<file path="src/sram_in_pkg.sv">
// constants and types for the synchronous burst sram command input stage
package sram_in_pkg;
    localparam int ADDR_W  = 19;
    localparam int LANES   = 4;
    localparam int BYTE_W  = 8;
    localparam int LANE_W  = BYTE_W + 1;
    localparam int DATA_W  = LANES * LANE_W;
    localparam int DEPTH   = 16;
    localparam int IDX_W   = 4;
    localparam logic [1:0] BURST_ONE = 2'h1;
    localparam logic [ADDR_W-1:0] ADDR_RST = 19'h00000;
    localparam logic [DATA_W-1:0] DATA_RST = 36'h000000000;
    localparam logic [LANES-1:0]  LANES_OFF = 4'hF;

    typedef enum logic [2:0] {
        ST_IDLE  = 3'h1,
        ST_READ  = 3'h2,
        ST_WRITE = 3'h4
    } access_t;
endpackage : sram_in_pkg

</file>
<file path="src/sram_cmd_if.sv">
// captured command carried from the input stage to the storage array
`timescale 1ns/1ps
interface sram_cmd_if;
    logic                             wr_en;
    logic [sram_in_pkg::LANES-1:0]    lane_en;
    logic [sram_in_pkg::IDX_W-1:0]    wr_idx;
    logic [sram_in_pkg::DATA_W-1:0]   wr_data;
    logic [sram_in_pkg::IDX_W-1:0]    rd_idx;
    logic [sram_in_pkg::DATA_W-1:0]   rd_data;

    modport ctrl (output wr_en, output lane_en, output wr_idx, output wr_data,
                  output rd_idx, input rd_data);
    modport mem  (input wr_en, input lane_en, input wr_idx, input wr_data,
                  input rd_idx, output rd_data);
endinterface : sram_cmd_if

</file>
<file path="src/sram_cmd_inputs.sv">
// command and address input stage of a pipelined burst sram
`timescale 1ns/1ps
// Operation
// address, including low burst bits, captured on rising edge selects location
// low lane select with write enable writes its byte and parity bit
// lane selects sampled on rising edge, low enables lane
// write enable sampled only when clock qualify is low
// controller drives write enable low to start a write
// advance high on qualified edge steps the burst counter
// advance low loads presented address as new access
// controller should load a fresh address after deselect
// all synchronous inputs captured on the rising clock edge
// clock qualify high leaves all state unchanged
// first enable, active low, sampled as a select term
// second enable, active high, sampled as a select term
// third enable, active low, sampled as a select term
// clock qualify high stretches the cycle, no deselect
// read data comes from address captured at previous edge
// burst steps interleaved when strap high, linear when low
// selected only with first and third low, second high
module sram_cmd_inputs (
    input  wire logic                              i_mclk,
    input  wire logic                              i_rstn,
    input  wire logic [sram_in_pkg::ADDR_W-1:0]    i_addr,
    input  wire logic [sram_in_pkg::LANES-1:0]     i_byte_lane_select_n,
    input  wire logic                              i_write_n,
    input  wire logic                              i_advance_or_load,
    input  wire logic                              i_clock_qualify_n,
    input  wire logic                              i_select_low_first,
    input  wire logic                              i_select_high,
    input  wire logic                              i_select_low_second,
    input  wire logic                              i_burst_interleaved,
    input  wire logic [sram_in_pkg::DATA_W-1:0]    i_wdata,
    output logic      [sram_in_pkg::DATA_W-1:0]    o_rdata,
    output logic                                   o_rdata_valid,
    output logic                                   o_selected
);
    sram_cmd_if cmd ();

    sram_in_pkg::access_t               op;
    logic [sram_in_pkg::ADDR_W-1:0]     base;
    logic [1:0]                         burst_cnt;
    logic [sram_in_pkg::LANES-1:0]      lane_en;
    logic                               qual;
    logic                               sel_now;
    logic [1:0]                         next_cnt;
    logic [1:0]                         low_bits;
    logic [sram_in_pkg::ADDR_W-1:0]     cur_addr;

    // ------------------------------------------------------------
    // selection and address formation
    // ------------------------------------------------------------
    assign qual    = ~i_clock_qualify_n;
    assign sel_now = ~i_select_low_first & i_select_high
                   & ~i_select_low_second;
    assign next_cnt = burst_cnt + sram_in_pkg::BURST_ONE;

    always_comb begin
        // interleave xors the count, linear adds it
        if (i_burst_interleaved) begin
            low_bits = base[1:0] ^ burst_cnt;
        end else begin
            low_bits = base[1:0] + burst_cnt;
        end
        cur_addr = {base[sram_in_pkg::ADDR_W-1:2], low_bits};
    end

    // ------------------------------------------------------------
    // command capture
    // ------------------------------------------------------------
    always_ff @(posedge i_mclk or negedge i_rstn) begin
        if (!i_rstn) begin
            op        <= sram_in_pkg::ST_IDLE;
            base      <= sram_in_pkg::ADDR_RST;
            burst_cnt <= 2'h0;
            lane_en   <= 4'h0;
        end else if (qual) begin
            if (i_advance_or_load) begin
                // continue previous access type when stepping
                burst_cnt <= next_cnt;
                if (op == sram_in_pkg::ST_WRITE) begin
                    lane_en <= ~i_byte_lane_select_n;
                end
            end else if (sel_now) begin
                base      <= i_addr;
                burst_cnt <= 2'h0;
                lane_en   <= ~i_byte_lane_select_n;
                op        <= i_write_n ? sram_in_pkg::ST_READ
                                       : sram_in_pkg::ST_WRITE;
            end else begin
                op <= sram_in_pkg::ST_IDLE;
            end
        end
    end

    // ------------------------------------------------------------
    // storage and pipelined read output
    // ------------------------------------------------------------
    assign cmd.wr_en   = qual && (op == sram_in_pkg::ST_WRITE);
    assign cmd.lane_en = lane_en;
    assign cmd.wr_idx  = cur_addr[sram_in_pkg::IDX_W-1:0];
    assign cmd.wr_data = i_wdata;
    assign cmd.rd_idx  = cur_addr[sram_in_pkg::IDX_W-1:0];

    sram_store u_store (
        .i_mclk (i_mclk),
        .bus    (cmd.mem)
    );

    always_ff @(posedge i_mclk or negedge i_rstn) begin
        if (!i_rstn) begin
            o_rdata       <= sram_in_pkg::DATA_RST;
            o_rdata_valid <= 1'b0;
            o_selected    <= 1'b0;
        end else if (qual) begin
            o_rdata       <= cmd.rd_data;
            o_rdata_valid <= (op == sram_in_pkg::ST_READ);
            o_selected    <= (op != sram_in_pkg::ST_IDLE);
        end
    end
endmodule : sram_cmd_inputs

</file>
<file path="src/sram_store.sv">
// flip-flop storage array with per-lane write masks
`timescale 1ns/1ps
module sram_store (
    input  wire logic i_mclk,
    sram_cmd_if.mem   bus
);
    // ------------------------------------------------------------
    // lane writes
    // ------------------------------------------------------------
    // one array per lane keeps every variable under a single process
    genvar g;
    generate
        for (g = 0; g < sram_in_pkg::LANES; g++) begin : g_lane
            logic [sram_in_pkg::LANE_W-1:0] lane_mem [sram_in_pkg::DEPTH];

            always_ff @(posedge i_mclk) begin
                // each lane covers its byte and its parity bit
                if (bus.wr_en && bus.lane_en[g]) begin
                    lane_mem[bus.wr_idx] <=
                        bus.wr_data[g*sram_in_pkg::LANE_W +: sram_in_pkg::LANE_W];
                end
            end

            assign bus.rd_data[g*sram_in_pkg::LANE_W +: sram_in_pkg::LANE_W] =
                lane_mem[bus.rd_idx];
        end
    endgenerate
endmodule : sram_store

</file>
<file path="config.mk">
export PLATFORM = sky130hd
export DESIGN_NAME = sram_cmd_inputs
export DESIGN_NICKNAME = d
export VERILOG_FILES = /design/src/sram_in_pkg.sv /design/src/sram_cmd_if.sv /design/src/sram_cmd_inputs.sv /design/src/sram_store.sv
export SDC_FILE = /design/constraint.sdc
export NUM_CORES = 1
export LEC_CHECK = 0
export BUFFER_PORTS_ARGS = -buffer_cell sky130_fd_sc_hd__buf_2
export CAP_MARGIN = 20
export CORE_MARGIN = 2
export CORE_UTILIZATION = 60
export CTS_CLUSTER_SIZE = 28
export DETAILED_ROUTE_END_ITERATION = 7
export GPL_TIMING_DRIVEN = 0
export HOLD_SLACK_MARGIN = 0.06
export PLACE_DENSITY = 0.78
export SYNTH_ARGS = -nofsm -noshare
export SYNTH_HDL_FRONTEND = slang
export SYNTH_HIERARCHICAL = 1
export SYNTH_SLANG_ARGS = --single-unit
</file>
<file path="constraint.sdc">
create_clock -name i_mclk -period 6.65 [get_ports i_mclk]
set_input_delay 0.665 -clock i_mclk [delete_from_list [all_inputs] [get_ports i_mclk]]
set_output_delay 0.665 -clock i_mclk [all_outputs]
set_load 0.03 [all_outputs]
</file>
==> flow_summary.ini <==
[run_status]
status = finished, final reports clean

[global_route]
grt_pass1_vias = 12400
overflow = 0
grt_antenna_before_repair = 3
grt_pass1_wl_mm = 80.8
grt_usage = 0.275
grt_max_degree = 52

[cells_and_area]
instances_no_fill = 1848
drive_above_1_share = 0.312
final_nets = 1341
syn_to_final_growth_pct = 13.6
fin_util = 0.686
layout_common_cells = edfxtp_1, mux4_2, buf_2
layout_commonest_cell = edfxtp_1

[drt]
ant_nets = 0
vias = 12300
drc = 0
drtPass1Iterations = 6
totalWireLength_mm = 55.1
drt_iter0_markers = 1887
avgViaCountPerCell = 6.63
post_drt_wl_per_cell_um = 29.8

[place]
portBuffers = 90
place_inst = 1728
gp_congestion = 0.813
hpwl_mm = 33.4

[synth]
yosysTopAreaCell = edfxtp_1
yosysSeqAreaShare = 0.778
netlist_area_um2 = 23900
synth_nets = 1178
synthTopCellsByArea = edfxtp_1, mux4_2, dfrtp_1
synth_seq_cells = 627
post_synth.cell_area_avg_um2 = 21.5
synth_top_area_frac = 0.724
synth_cell_type_count = 31
netlist_instances = 1109
ys_warn_count = 6

[timing]
setup_tns_ns = 0
finalClockSkew_ns = 0.0137
timing.slew.headroom = 0.196
hold-worst-slack_ns = 0.141
fin_crit_ns = 3.86
rsz0062_at_grt = no
worst_pin_slew_ns = 1.20
setup_viol = 0
fmax_ghz = 0.259
slew_viol_final = 0
fin_crit_sh = 0.580
hold_violations = 0

[pwr]
leakage_nw = 8.90
finalPower_mw = 10.4
ir_drop_v = 0.000294
p_per_area_nw_per_um2 = 385

[die]
core_area_um2 = 39500
die_h_um = 204
num_rows = 73
start_util = 0.604
die_area_um2 = 41400
ios = 106
die_w_um = 204

[clock_tree]
post_cts_buffers = 0
clk_latency_ns = 0.61
clk_path_buf_depth = 3
root_buffer = clkbuf_16
cts-htree-levels = 2
cts_tree = built
cts_buffers = 58
clkTransAtPathRegs_ns = 0.06
clock-sinks = 627
cts-resized-gates = 0
hold_buffers = 0

[setup_path]
crit_required_ns = 7.14
worstPathMaxFanout = 10
crit_arrival_ns = 4.35
critPathLaunchType = flop
worst_setup_path_end_kind = flop
worstSetupPathType = flop to flop

[flow_run]
drv_cap = 0

[hold_path]
hold_path.class = input pin to asynchronous set/reset pin
[final cells by class]
cell class / instances / area, um^2
Sequential cell: 627 / 18600
Fill cell: 2367 / 12400
Multi-Input combinational cell: 420 / 5000
Clock buffer: 81 / 1710
Tap cell: 525 / 657
Timing Repair Buffer: 103 / 569
Clock inverter: 29 / 300
Buffer: 57 / 294
Inverter: 5 / 18.8
Antenna cell: 1 / 2.50
[cell usage after synthesis (all sizes together)]
library cell,count
dfrtp,50
mux2,40
nor4b,1
inv,5
a22oi,73
ha,1
nand4,1
nor2b,7
xnor2,2
clkbuf,27
and2,2
o21ai,4
nor2,70
dfstp,1
o21a,1
nand2,53
a21o,1
edfxtp,576
mux2i,5
or4b,1
nand2b,2
or3b,1
a22o,1
mux4,144
nor3b,2
a21oi,1
nand3,7
buf,30
[per-stage QoR]
stage               setup WS, ns  area, um^2
finish                      2.79       27100
global route                2.78       27100
CTS                         2.92       27100
detailed placement          2.88       25000
global placement            2.96       25000
floorplan                   4.06       23900
[final timing paths]
kind                                              start             end  slack [ns]  cells after the start
worst max-delay path                       burst_cnt[0]      o_rdata[7]        2.79                      9
worst min-delay path                             i_rstn     o_rdata[18]        0.14                      1
worst max register to register             burst_cnt[0]      o_rdata[7]        2.79                      9
worst min register to register              o_rdata[29]     o_rdata[29]        0.50                      1
max in group asynchronous                        i_rstn     o_rdata[31]        5.92                      1
min in group i_mclk             i_byte_lane_select_n[0]  cmd.lane_en[0]        0.25                      2
[layer usage]
layer | track usage | wire length, um | vias to the layer above
met5 | 0 | 16 | -
li1 | - | - | 4904
met3 | 0.0567 | 5590 | 155
met4 | 0.110 | 2070 | 4
met2 | 0.447 | 27500 | 865
met1 | 0.373 | 19900 | 6323
[worst max-delay path, cell delays in order, from the launching register on]
cell and delay (ns):
dfrtp_1 0.43, ha_1 0.19, nor2b_1 0.13, xnor2_1 0.67, buf_2 0.39, clkbuf_1 0.74
mux4_2 0.42, a22oi_1 0.36, nand2_1 0.12, mux2_2 0.27
[state kept, by name (all words and copies together), names as in the netlist]
| signal | cells |
|---|---|
| base | 4 |
| burst_cnt | 2 |
| cmd.lane_en | 4 |
| o_rdata | 36 |
| o_rdata_valid | 1 |
| o_selected | 1 |
| op | 3 |
| u_store/g_lane.lane_mem | 576 |
[report_power, final]
group	internal [mW]	total, mW	switching (mW)
combinational	1.04	2.49	1.45
clock	2.03	3.44	1.41
sequential	4.43	4.51	0.0758
[logic make-up after synthesis]
group                      count (synthesis)  synth area share
AOI/OAI and AO/OA                         81            0.0256
muxes                                    189             0.157
and+or+nand+nor                          147            0.0259
DFF                                      627             0.778
xor gates and xnor gates                   2          0.000733
adders and majority gates                  1          0.000524
buffers and inverters                     62            0.0131
(Power assumes the default switching activity.)
